**src/pkg/ccd_pkg.sv**
```systemverilog
// constants and operation codes for the clear/compare/decrement datapath
// assumes the decoder presents one operation per instruction cycle
`default_nettype none
package ccd_pkg;
	// ****************************************
	// widths
	// ****************************************
	localparam int CCD_DATA_W = 8;
	localparam int CCD_ADDR_W = 6;
	// ****************************************
	// values
	// ****************************************
	localparam logic [7:0] CCD_ACC_RST = 8'h00;
	localparam logic [7:0] CCD_CLEAR_VAL = 8'h00;
	localparam logic [7:0] CCD_DEC_STEP = 8'h01;
	localparam logic CCD_STATUS_N_RST = 1'b1;
	localparam logic CCD_FLAG_RST = 1'b0;
	localparam logic CCD_DEST_ACC = 1'b0;
	localparam logic CCD_DEST_REG = 1'b1;
	// ****************************************
	// operations
	// ****************************************
	typedef enum logic [2:0] {
		CCD_OP_NONE,
		CCD_CLEAR_ACCUMULATOR_OP,
		CCD_CLEAR_WATCHDOG_OP,
		CCD_CLEAR_REGISTER_OP,
		CCD_COMPLEMENT_REGISTER_OP,
		CCD_COMPARE_ACC_REGISTER_OP,
		CCD_DECREMENT_REGISTER_OP
	} ccd_op_t;
endpackage
`default_nettype wire

```
**src/rtl/ccd_alu.sv**
```systemverilog
// combinational result, zero and carry for one operation
// assumes operands are stable during the instruction cycle
`timescale 1ns/1ps
`default_nettype none
module ccd_alu #(
	parameter int DATA_W = ccd_pkg::CCD_DATA_W
) (
	input wire ccd_pkg::ccd_op_t op_i,
	input wire logic [DATA_W-1:0] acc_i,
	input wire logic [DATA_W-1:0] rdata_i,
	output logic [DATA_W-1:0] result_o,
	output logic zero_o,
	output logic carry_o
);
	import ccd_pkg::*;
	localparam logic [DATA_W-1:0] clear_val = DATA_W'(CCD_CLEAR_VAL);
	localparam logic [DATA_W-1:0] dec_step = DATA_W'(CCD_DEC_STEP);
	// extra top bit holds the borrow of the subtraction
	wire logic [DATA_W:0] diff = {1'b0, rdata_i} - {1'b0, acc_i};
	wire logic [DATA_W-1:0] dec = rdata_i - dec_step;
	always_comb begin
		result_o = clear_val;
		unique case (op_i)
			CCD_COMPLEMENT_REGISTER_OP: result_o = ~rdata_i;
			CCD_COMPARE_ACC_REGISTER_OP: result_o = diff[DATA_W-1:0];
			CCD_DECREMENT_REGISTER_OP: result_o = dec;
			CCD_OP_NONE, CCD_CLEAR_ACCUMULATOR_OP, CCD_CLEAR_WATCHDOG_OP, CCD_CLEAR_REGISTER_OP: result_o = clear_val;
			default: result_o = clear_val;
		endcase
	end
	assign zero_o = (result_o == clear_val);
	// carry means no borrow: register >= accumulator
	assign carry_o = ~diff[DATA_W];
endmodule
`default_nettype wire

```
**src/rtl/ccd_core.sv**
```systemverilog
// execution datapath for clear, complement, compare and decrement operations
// assumes the decoder, register file and watchdog share CLK_SYS_I
// register read data must belong to REG_ADDR_I in the cycle of OP_VALID_I
`timescale 1ns/1ps
`default_nettype none
module ccd_core #(
	parameter int DATA_W = ccd_pkg::CCD_DATA_W,
	parameter int ADDR_W = ccd_pkg::CCD_ADDR_W
) (
	input wire logic CLK_SYS_I,
	input wire logic RESET_I,
	input wire logic OP_VALID_I,
	input wire ccd_pkg::ccd_op_t OP_I,
	input wire logic [ADDR_W-1:0] REG_ADDR_I,
	input wire logic DEST_I,
	input wire logic [DATA_W-1:0] REG_RDATA_I,
	input wire logic PRESCALER_TO_WDT_I,
	input wire logic WDT_TIMEOUT_I,
	input wire logic SLEEP_ENTER_I,
	output logic [DATA_W-1:0] ACC_O,
	output logic ZERO_FLAG_O,
	output logic CARRY_FLAG_O,
	output logic TIMEOUT_STATUS_N_O,
	output logic POWERDOWN_STATUS_N_O,
	output logic REG_WE_O,
	output logic [ADDR_W-1:0] REG_WADDR_O,
	output logic [DATA_W-1:0] REG_WDATA_O,
	output logic WDT_CLEAR_O,
	output logic PRESCALER_CLEAR_O,
	output logic DONE_O
);
	import ccd_pkg::*;

	// ****************************************
	// parameter checks
	// ****************************************
	if (DATA_W < 2 || ADDR_W < 1) begin : g_bad_param
		$error("ccd_core: DATA_W must be at least 2 and ADDR_W at least 1");
	end

	localparam logic [DATA_W-1:0] acc_rst = DATA_W'(CCD_ACC_RST);

	// ****************************************
	// decode
	// ****************************************
	wire logic take = OP_VALID_I && (OP_I != CCD_OP_NONE);
	wire logic is_clear_accumulator_op = take && (OP_I == CCD_CLEAR_ACCUMULATOR_OP);
	wire logic is_clear_watchdog_op = take && (OP_I == CCD_CLEAR_WATCHDOG_OP);
	wire logic is_clear_register_op = take && (OP_I == CCD_CLEAR_REGISTER_OP);
	wire logic is_complement_register_op = take && (OP_I == CCD_COMPLEMENT_REGISTER_OP);
	wire logic is_cmp = take && (OP_I == CCD_COMPARE_ACC_REGISTER_OP);
	wire logic is_decrement_register_op = take && (OP_I == CCD_DECREMENT_REGISTER_OP);
	wire logic to_acc = (is_complement_register_op || is_decrement_register_op) && (DEST_I == CCD_DEST_ACC);
	wire logic to_reg = (is_complement_register_op || is_decrement_register_op) && (DEST_I == CCD_DEST_REG);

	logic [DATA_W-1:0] alu_result;
	logic alu_zero;
	logic alu_carry;

	ccd_alu #(
		.DATA_W(DATA_W)
	) u_alu (
		.op_i(OP_I),
		.acc_i(ACC_O),
		.rdata_i(REG_RDATA_I),
		.result_o(alu_result),
		.zero_o(alu_zero),
		.carry_o(alu_carry)
	);

	// ****************************************
	// next values
	// ****************************************
	// compare loads neither acc nor the register write enable, so its difference only sets the zero and carry flags and REG_WDATA_O
	wire logic acc_load = is_clear_accumulator_op || to_acc;
	wire logic [DATA_W-1:0] acc_next = acc_load ? alu_result : ACC_O;
	wire logic zero_load = is_clear_accumulator_op || is_clear_register_op || is_complement_register_op || is_cmp || is_decrement_register_op;
	wire logic zero_next = zero_load ? alu_zero : ZERO_FLAG_O;
	wire logic carry_next = is_cmp ? alu_carry : CARRY_FLAG_O;
	// clear watchdog wins over a same-cycle timeout or sleep entry
	wire logic to_next = is_clear_watchdog_op ? 1'b1 : (WDT_TIMEOUT_I ? 1'b0 : TIMEOUT_STATUS_N_O);
	wire logic pd_next = is_clear_watchdog_op ? 1'b1 : (SLEEP_ENTER_I ? 1'b0 : POWERDOWN_STATUS_N_O);
	wire logic we_next = is_clear_register_op || to_reg;
	wire logic presc_next = is_clear_watchdog_op && PRESCALER_TO_WDT_I;

	// ****************************************
	// state
	// ****************************************
	always_ff @(posedge CLK_SYS_I) begin
		if (RESET_I) begin
			ACC_O <= acc_rst;
			ZERO_FLAG_O <= CCD_FLAG_RST;
			CARRY_FLAG_O <= CCD_FLAG_RST;
			TIMEOUT_STATUS_N_O <= CCD_STATUS_N_RST;
			POWERDOWN_STATUS_N_O <= CCD_STATUS_N_RST;
		end else begin
			ACC_O <= acc_next;
			ZERO_FLAG_O <= zero_next;
			CARRY_FLAG_O <= carry_next;
			TIMEOUT_STATUS_N_O <= to_next;
			POWERDOWN_STATUS_N_O <= pd_next;
		end
	end

	// strobes follow their op by one cycle; DONE_O stays high across back-to-back ops, the others only while each op raises them
	always_ff @(posedge CLK_SYS_I) begin
		if (RESET_I) begin
			REG_WE_O <= 1'b0;
			REG_WADDR_O <= '0;
			REG_WDATA_O <= '0;
			WDT_CLEAR_O <= 1'b0;
			PRESCALER_CLEAR_O <= 1'b0;
			DONE_O <= 1'b0;
		end else begin
			REG_WE_O <= we_next;
			REG_WADDR_O <= REG_ADDR_I;
			REG_WDATA_O <= alu_result;
			WDT_CLEAR_O <= is_clear_watchdog_op;
			PRESCALER_CLEAR_O <= presc_next;
			DONE_O <= take;
		end
	end
endmodule
`default_nettype wire

```
**config.mk**
```make
export PLATFORM = sky130hd
export DESIGN_NAME = ccd_core
export DESIGN_NICKNAME = d
export VERILOG_FILES = /design/src/pkg/ccd_pkg.sv /design/src/rtl/ccd_alu.sv /design/src/rtl/ccd_core.sv
export SDC_FILE = /design/constraint.sdc
export NUM_CORES = 1
export LEC_CHECK = 0
export ABC_CLOCK_PERIOD_IN_PS = 2000
export BUFFER_PORTS_ARGS = -buffer_cell sky130_fd_sc_hd__buf_2
export CAP_MARGIN = 20
export CORE_UTILIZATION = 25
export CTS_BUF_LIST = sky130_fd_sc_hd__clkbuf_8
export DETAILED_ROUTE_END_ITERATION = 16
export GPL_ROUTABILITY_DRIVEN = 0
export MAX_ROUTING_LAYER = met4
export PLACE_DENSITY_LB_ADDON = 0.08
export SYNTH_ARGS = -nofsm -noshare
export SYNTH_HDL_FRONTEND = slang
export SYNTH_SLANG_ARGS = --single-unit
export TNS_END_PERCENT = 20
```
**constraint.sdc**
```tcl
create_clock -name CLK_SYS_I -period 2 [get_ports CLK_SYS_I]
set_input_delay 0.4 -clock CLK_SYS_I [delete_from_list [all_inputs] [get_ports CLK_SYS_I]]
set_output_delay 0.4 -clock CLK_SYS_I [all_outputs]
set_load 0.02 [all_outputs]
```
Yosys cells after proc, flatten, opt, wreduce, memory -nomap -nowiden
Cells that the tools add are included.
Widths: inputs -> output; s select.
Word-level totals
  output and inout bits: 30
  input port bits: 24
  register bits after elaboration: 30
  logic and storage cells: 43
Operators by class
  muxes and demuxes: 1
  eq/ne operators: 6
  reductions and logical operators: 20
  $add $sub $neg: 2
  bitwise operators: 3
Operators by type and width (number)
  $pmux 8 s3: 1
  $logic_and 1x1->1: 10
  $eq 3x3->1 const B: 3
  $sub 8x8->9: 1
  $logic_not 8->1: 1
  $not 8->8: 1
  $sub 8x1->8 const B: 1
  $logic_or 1x1->1: 7
  $eq 3x2->1 const B: 2
  $eq 3x1->1 const B: 1
  $reduce_bool 3->1: 1
  $not 1->1: 2
  $reduce_or 2->1: 1

Logic depth before layout (Yosys ltp)
Gate-level depths: netlist of run 1.
  depth in word-level cells: 7
  depth in mapped cells: 9
  gate-level depth less buffers: 9

Cells and area by module
From an unflattened synthesis of run 1, not the netlist that was laid out.
Second synthesis, totals
  cell total of the unflattened synthesis: 187
  area, all modules: 1771.7 µm²
By module, submodules not included
  ccd_core: sequential area each 600.6 µm², cells an instance 89, times used 1, area an instance 1059.8 µm²
  ccd_alu: sequential area each 0.0 µm², cells an instance 98, times used 1, area an instance 711.9 µm²

Worst setup path after synthesis of run 1
No wires, ideal clock.
  path type: in2reg
  start: input REG_RDATA_I[0]
  end: register ZERO_FLAG_O
  library setup time: 0.116 ns
  data arrival time: 2.034 ns
  data required time: 1.884 ns
  path buffers: 0
  stages: 9
  slack: -0.150 ns
  path through: inv_1 > ha_1 > fa_1 > nor2b_4 > o31a_1 > o21a_1 > nor3_1 > o32a_1 > a41o_1
Between the ends
  word-level cells in the longest chain between the ends: 3
  elaborated cells on any way between the ends: 5
  classes of those cells: add/sub (2); mux (1); bitwise (1); reduce/logical (1)
RTL lines
  from (decl): RTL line ccd_core.sv:16  | input wire logic [DATA_W-1:0] REG_RDATA_I,
  $sub 8x1->8, or another cell as far along: RTL line ccd_alu.sv:20  | wire logic [DATA_W-1:0] dec = rdata_i - dec_step;
  $pmux 8 s3 *: RTL line ccd_alu.sv:23  | unique case (op_i)
  $logic_not 8->1 *: RTL line ccd_alu.sv:31  | assign zero_o = (result_o == clear_val);
  to (signal assigned): RTL line ccd_core.sv:98  | ZERO_FLAG_O <= zero_next;
  to (decl): RTL line ccd_core.sv:21  | output logic ZERO_FLAG_O,
Every way passes the cells marked *; elsewhere a longest branch is shown, timed or not.
A chain may end at the register's enable or synchronous reset.

Final worst setup path of run 1
  start: register ACC_O[1]
  end: register ZERO_FLAG_O
Between the ends
  word-level cells in the longest chain between the ends: 3
RTL lines
  from (decl): RTL line ccd_core.sv:20  | output logic [DATA_W-1:0] ACC_O,
  from (signal assigned): RTL line ccd_core.sv:91  | ACC_O <= acc_rst;
  from (signal assigned): RTL line ccd_core.sv:97  | ACC_O <= acc_next;
  $sub 8x8->9: RTL line ccd_alu.sv:19  | wire logic [DATA_W:0] diff = {1'b0, rdata_i} - {1'b0, acc_i};
  $pmux 8 s3: RTL line ccd_alu.sv:23
  $logic_not 8->1: RTL line ccd_alu.sv:31
Every way passes these cells.

==> reports/metrics.yaml, run 1 <==
synthesis:
  netlist_area_um2: 1589
  synthAdderAreaFrac_pct: 9.134
  synthSimpleGateAreaFrac_pct: 24.72
  yosysSeqAreaShare_pct: 37.80
  synth-seq-cells: 30
  synth_ff_type: "dfxtp_1"
  synth_edf_count: 0
  synth_cell_types: 44
  synth-compound-area-share_pct: 18.82
  postSynthCellCount: 188
  synth_xor_area_share_pct: 3.858
  avgSynthCellArea_um2: 8.452
  synthArstFlopShare_pct: 0
  yosys_warnings: 0
  synth_top_family_by_area: "simple AND/OR/NAND/NOR gates"
  muxShareOfSynthArea_pct: 0.7087
  synthesis.nets: 223
worst_setup_path:
  startpoint_type: "flip-flop"
  r2r_end: "ZERO_FLAG_O"
  ff2ff_setup_slack_ns: -0.01
  end_kind: "flip-flop"
  reg2regPathDepth: 9
  slowest_stage: "dfxtp_2"
  worstPathMaxFanout: 3
  endpoint: "ZERO_FLAG_O"
  cp.arrival_ns: 2.19
  required_ns: 2.18
  r2r-start: "ACC_O[1]"
  critical_path.max_stage_delay_ns: 0.32
  startpoint: "ACC_O[1]"
  path_cells: "inv_1 > ha_1 > nor2b_2 > o31ai_4 > buf_4 > nand4bb_1 > o311ai_2 > a22oi_2 > a41o_1"
  crit_type: "reg -> reg"
grt:
  grt_pass1_vias: 1485
  grt_usage_pct: 15.02
  grt.overflow.total: 0
  grt_pass1_wl_um: 7327
  grt_max_degree: 27
  antenna_found_initial: 0
status:
  failed_checks: "negative setup slack"
  outcome: "complete, but fails checks"
sta:
  setup_ws_ns: -0.009995
  tightest_slew_ns: 0.4641
  finClkSkew_ns: 0.006755
  max_freq_ghz: 0.4975
  setup_viol: 2
  fin_crit_sh_pct: 100.5
  slew_headroom_pct: 69.00
  post-route-min-period_ns: 2.010
  rsz0062_at_grt: "true"
  hold_viol_final: 0
  slew_viol_final: 0
clock_tree:
  cts-buffers-inserted: 5
  cts.sinks: 30
  cts.clk_slew.worst_paths_ns: 0.07
  h-tree-depth: 2
  worstSkewPairLatency_ns: 0.28
  cts_buffer_depth: 2
  cts_root_buffer: "clkbuf_8"
  cts_tree: "built"
detailed_routing:
  antenna_left: 0
  drt-vias-per-instance: 4.506
  firstDrtPassIters: 5
  vias: 1604
  drtIter0Drc: 46
  routed_wl_um: 4654
  wire_per_inst_um: 13.07
  drcViolationCount: 0
hold_path:
  hold_class: "in -> reg"
floorplan:
  rows: 28
  io_pins: 54
  dieWidth_um: 81.73
  die_area_um2: 6679
  core_um2: 6026
  initial_core_util_pct: 26.37
  die_h_um: 81.73
pwr:
  ir_worst_vdd_mv: 0.3593
  power_density_nw_per_um2: 636.9
  leakage_nw: 1.117
  finalPower_mw: 1.528
finish:
  fin_area_um2: 2400
  antenna_cells: 0
  top_regs: "ACC_O x8, REG_WDATA_O x8, REG_WADDR_O x6"
  final_util_pct: 39.83
  drive_gt1_share_pct: 42.70
  syn_to_final_growth_pct: 51.02
  layout.nets: 315
run:
  drv_cap: 0
placement:
  port_buffers: 53
  place_area_um2: 2211
  dp_hpwl_um: 3647
==> worst max-delay path, delay by kind of cell, from the launching register on <==
family / cells / cell delay [ns]
buffers and inverters: 2 / 0.24
and+or+nand+nor: 2 / 0.29
adders and majority gates: 1 / 0.26
DFF: 1 / 0.32
AOI/OAI and AO/OA: 4 / 0.80
==> logic make-up (layout without fill, tap and decap cells) <==
logic type	count (synthesis)	count (layout)
multiplexers	1	1
AO/OA/AOI/OAI	43	43
buffers and inverters	20	113
XOR/XNOR	7	7
AND/OR/NAND/NOR	76	76
flip-flops	30	30
adder cells (fa/ha/maj)	11	11
==> stage by stage <==
step / hold slack (ns) / setup WS (ns) / TNS (ns) / cells
2_1_floorplan: 0.5004 / -0.1038 / -0.2215 / 188
3_3_place_gp: 0.4557 / -0.2947 / -1.489 / 345
3_5_place_dp: 0.4619 / -0.3137 / -1.532 / 345
4_1_cts: 0.2906 / 0.001311 / 0 / 355
5_1_grt: 0.2858 / -0.1337 / -0.5526 / 356
6_report: 0.2937 / -0.009995 / -0.01895 / 356
==> synthesized netlist by cell type (all sizes together) (2+ instances only) <==
cell / n / area share (%)
a211oi: 6 / 3.1
a21boi: 2 / 0.94
a21oi: 8 / 2.5
a31oi: 2 / 0.79
and2: 3 / 1.2
buf: 3 / 0.94
clkbuf: 4 / 0.94
dfxtp: 30 / 38
ha: 10 / 7.9
inv: 13 / 3.1
nand2: 6 / 1.4
nand2b: 7 / 2.8
nand3: 5 / 1.6
nor2: 31 / 7.3
nor2b: 10 / 4.4
nor3: 5 / 1.6
o21a: 5 / 2.4
o21ai: 8 / 2.5
o22ai: 2 / 0.79
o31ai: 2 / 1.3
xnor2: 4 / 2.2
xor2: 3 / 1.7
==> area by class of cell <==
type | instances | area [µm²]
repair buffers | 92 | 558.0
multi-input cells | 138 | 998.5
clock buffers | 6 | 82.58
clock inverters | 2 | 8.758
inverters | 13 | 51.30
well taps | 75 | 93.84
fillers | 657 | 3626
flip-flops and latches | 30 | 606.8
==> power breakdown <==
group / internal (mW) / switching [mW] / total [mW] / leakage (nW)
logic: 0.186 / 0.213 / 0.399 / 0.816
registers: 0.624 / 0.0103 / 0.635 / 0.248
clock network: 0.272 / 0.223 / 0.495 / 0.0524
==> worst min path at each step <==
stage                           end  cells past startpoint  slack [ns]               start
5_1_grt        POWERDOWN_STATUS_N_O                      2        0.29       SLEEP_ENTER_I
2_1_floorplan  POWERDOWN_STATUS_N_O                      1        0.50       SLEEP_ENTER_I
3_5_place_dp     TIMEOUT_STATUS_N_O                      2        0.46  TIMEOUT_STATUS_N_O
4_1_cts        POWERDOWN_STATUS_N_O                      2        0.29       SLEEP_ENTER_I
3_3_place_gp     TIMEOUT_STATUS_N_O                      2        0.46  TIMEOUT_STATUS_N_O
6_report       POWERDOWN_STATUS_N_O                      2        0.29       SLEEP_ENTER_I
==> cell usage in the layout (no fill, tap or decap), types with 2 or more instances in the layout <==
cell,n
nor2b_1,8
and2_1,3
a21oi_1,8
o21a_1,5
ha_4,3
o21ai_0,8
buf_4,39
xnor2_1,4
xor2_1,3
dfxtp_1,27
clkbuf_8,6
dfxtp_2,2
nand3_1,5
a211oi_2,2
o22ai_1,2
nand2_1,6
a21boi_0,2
inv_1,12
nand2b_1,7
nor2_1,31
nor3_1,5
buf_2,53
ha_1,7
a211oi_1,4
==> metal layers <==
layer | track usage (%) | up-vias | wire (µm)
met5 | - | - | 0
met4 | 3.158 | 0 | 18
met3 | 3.778 | 2 | 192
met2 | 23.72 | 32 | 2229
met1 | 19.27 | 736 | 2213
li1 | - | 834 | -
==> what timing repair did <==
item                                    4_1_cts  5_1_grt
setup buffers                                 2        1
endpoints found under the setup margin        4        5
hold buffers                                  0        0
pin swaps                                     4        4
gates resized for setup                       8        6
Power figures use the tool's default switching activity.
==> run 2, diff against run 1 <==
Settings changed: PLACE_DENSITY set to 0.46, PLACE_DENSITY_LB_ADDON 0.08 to not set.
==> reports/metrics.yaml, run 2 (synthesis gave the netlist of run 1 again) <==
status:
  outcome: "complete, but fails checks"
  failed_checks: "negative setup slack"
clock_tree:
  h-tree-depth: 2  # unchanged
  cts_root_buffer: "clkbuf_8"
  cts.clk_slew.worst_paths_ns: 0.06  # about the same
  ctsHoldBuffers: 0  # unchanged
  cts-buffers-inserted: 5  # unchanged
  cts_buffer_depth: 2  # unchanged
  worstSkewPairLatency_ns: 0.27  # about the same
  cts.sinks: 30  # unchanged
  cts_tree: "built"
pwr:
  seqPwrFrac_pct: 39.8  # -1.7 points
  ir_worst_vdd_mv: 0.4013  # +12%
  pwr-share-comb_pct: 24.8  # -1.3 points
  p_int_mw: 1.156  # +6.8%
  finalPower_mw: 1.593  # +4.2%
  power_density_nw_per_um2: 661.0  # +3.8%
  p_clk_share_pct: 35.4  # +3.0 points
  power.switching_mw: 0.4368  # -2.1%
  leakage_nw: 1.113  # -0.33%
  switching_share_pct: 27.42  # -1.8 points
sta:
  slew_headroom_pct: 69.28  # +0.28 points
  rsz0062_at_grt: "true"
  setup_viol: 2  # unchanged
  hold_viol_final: 0  # unchanged
  fin_crit_sh_pct: 101.1  # +0.65 points
  max_freq_ghz: 0.4943  # -0.64%
  setup_tns_ns: -0.03505  # -0.01610 ns
  tightest_slew_ns: 0.4599  # -0.004181 ns
  setup_ws_ns: -0.02293  # -0.01294 ns
  slew_viol_final: 0  # unchanged
  post-route-min-period_ns: 2.023  # +0.01294 ns
  finClkSkew_ns: 0.003473  # -0.003282 ns
floorplan:
  io_pins: 54  # unchanged
  dieWidth_um: 81.73  # unchanged
  die_h_um: 81.73  # unchanged
  die_area_um2: 6679  # unchanged
  rows: 28  # unchanged
  initial_core_util_pct: 26.37  # unchanged
  core_um2: 6026  # unchanged
grt:
  grt_pass1_wl_um: 7272  # -0.75%
  grt_usage_pct: 14.83  # -0.19 points
  grt_pass1_vias: 1558  # +4.9%
  antenna_found_initial: 0  # unchanged
  grt.overflow.total: 0  # unchanged
  grt_max_degree: 27  # unchanged
worst_setup_path:
  worstPathMaxFanout: 3  # unchanged
  startpoint_type: "flip-flop"
  crit_type: "reg -> reg"
  r2r-start: "ACC_O[0]"
  r2r_end: "ZERO_FLAG_O"
  reg2regPathDepth: 8  # -1
  end_kind: "flip-flop"
  ff2ff_setup_slack_ns: -0.02  # about the same
  cp.arrival_ns: 2.19  # about the same
  required_ns: 2.17  # about the same
placement:
  dp_hpwl_um: 3535  # -3.1%
  place_area_um2: 2211  # unchanged
  place_ws_ns: -0.3139  # -0.0002040 ns
  port_buffers: 53  # unchanged
finish:
  antenna_cells: 0  # unchanged
  layout.nets: 312  # -0.95%
  drive_gt1_share_pct: 42.09  # -0.62 points
  final_util_pct: 39.99  # +0.17 points
  fin_area_um2: 2410  # +0.42%
  final_common_cell: "buf_2"
  regArea_um2: 606.8  # unchanged
  syn_to_final_growth_pct: 51.65
  fill_cells: 646  # -1.7%
  final_cell_mix: "buf_2, buf_4, nor2_1"
  multiInputGateArea_um2: 1008  # +1.0%
  top_regs: "ACC_O x8, REG_WDATA_O x8, REG_WADDR_O x6"
run:
  drv_cap: 0  # unchanged
detailed_routing:
  firstDrtPassIters: 4  # -1
  wire_per_inst_um: 12.63  # -3.4%
  drtIter0Drc: 44  # -4.3%
  antenna_left: 0  # unchanged
  routed_wl_um: 4457  # -4.2%
  drt-vias-per-instance: 4.499  # -0.16%
  vias: 1588  # -1.0%
  drcViolationCount: 0  # unchanged
hold_path:
  worstHoldEndpoint: "TIMEOUT_STATUS_N_O"
  hold_class: "in -> reg"
  hold_start: "WDT_TIMEOUT_I"
  whs_path_depth: 2  # unchanged
run 2: worst max path at each step:
stage / startpoint / endpoint / slack (ns) / cells after the start
2_1_floorplan: REG_RDATA_I[0] / ZERO_FLAG_O / -0.10 / 9
4_1_cts: ACC_O[0] / ZERO_FLAG_O / -0.04 / 8
5_1_grt: ACC_O[0] / ACC_O[6] / -0.13 / 8
6_report: ACC_O[0] / ZERO_FLAG_O / -0.02 / 8
3_3_place_gp: REG_RDATA_I[0] / ZERO_FLAG_O / -0.29 / 10
3_5_place_dp: REG_RDATA_I[0] / ZERO_FLAG_O / -0.31 / 10
run 2: worst max-delay path: stages, from the launching register on:
cell and delay (ns):
dfxtp_2 0.33, ha_4 0.16, fa_2 0.40, nor2b_4 0.13, o31a_1 0.15, o21a_1 0.14, nor3_1 0.05, o32a_1 0.36
a41o_1 0.19
run 2: stage by stage:
step	instances	hold slack, ns
2_1_floorplan	188	0.5004
3_3_place_gp	345	0.4530
3_5_place_dp	345	0.4578
4_1_cts	353	0.2972
5_1_grt	353	0.2889
6_report	353	0.3064
run 2: cell type report:
cell class	instances	share of cell area [%]
multi-input combinational	138	41.85
sequential	30	25.18
timing repair buffer	89	22.38
clock buffer	8	4.569
tap	75	3.894
inverter	13	2.129
run 2: power by group through the flow:
stage | Clock, mW | Combinational, mW | Sequential, mW
floorplan | 0 | 0.167 | 0.683
CTS | 0.587 | 0.372 | 0.634
global placement | 0 | 0.364 | 0.647
finish | 0.563 | 0.396 | 0.634
detailed placement | 0 | 0.364 | 0.647
global route | 0.617 | 0.438 | 0.637
run 2: per-layer routing:
layer	wire, µm	up-vias	track usage (%)
met5	0	-	-
met4	21	0	3.333
met3	190	2	3.667
met2	2034	43	23.72
met1	2210	715	18.73
li1	-	828	-
run 2: repair_timing:
action / in CTS / in global routing
setup endpoints to repair: 4 / 7
setup buffers: 0 / 0
gates resized for setup: 5 / 12
hold endpoints to repair: 0 / 0
pin swaps: 3 / 3
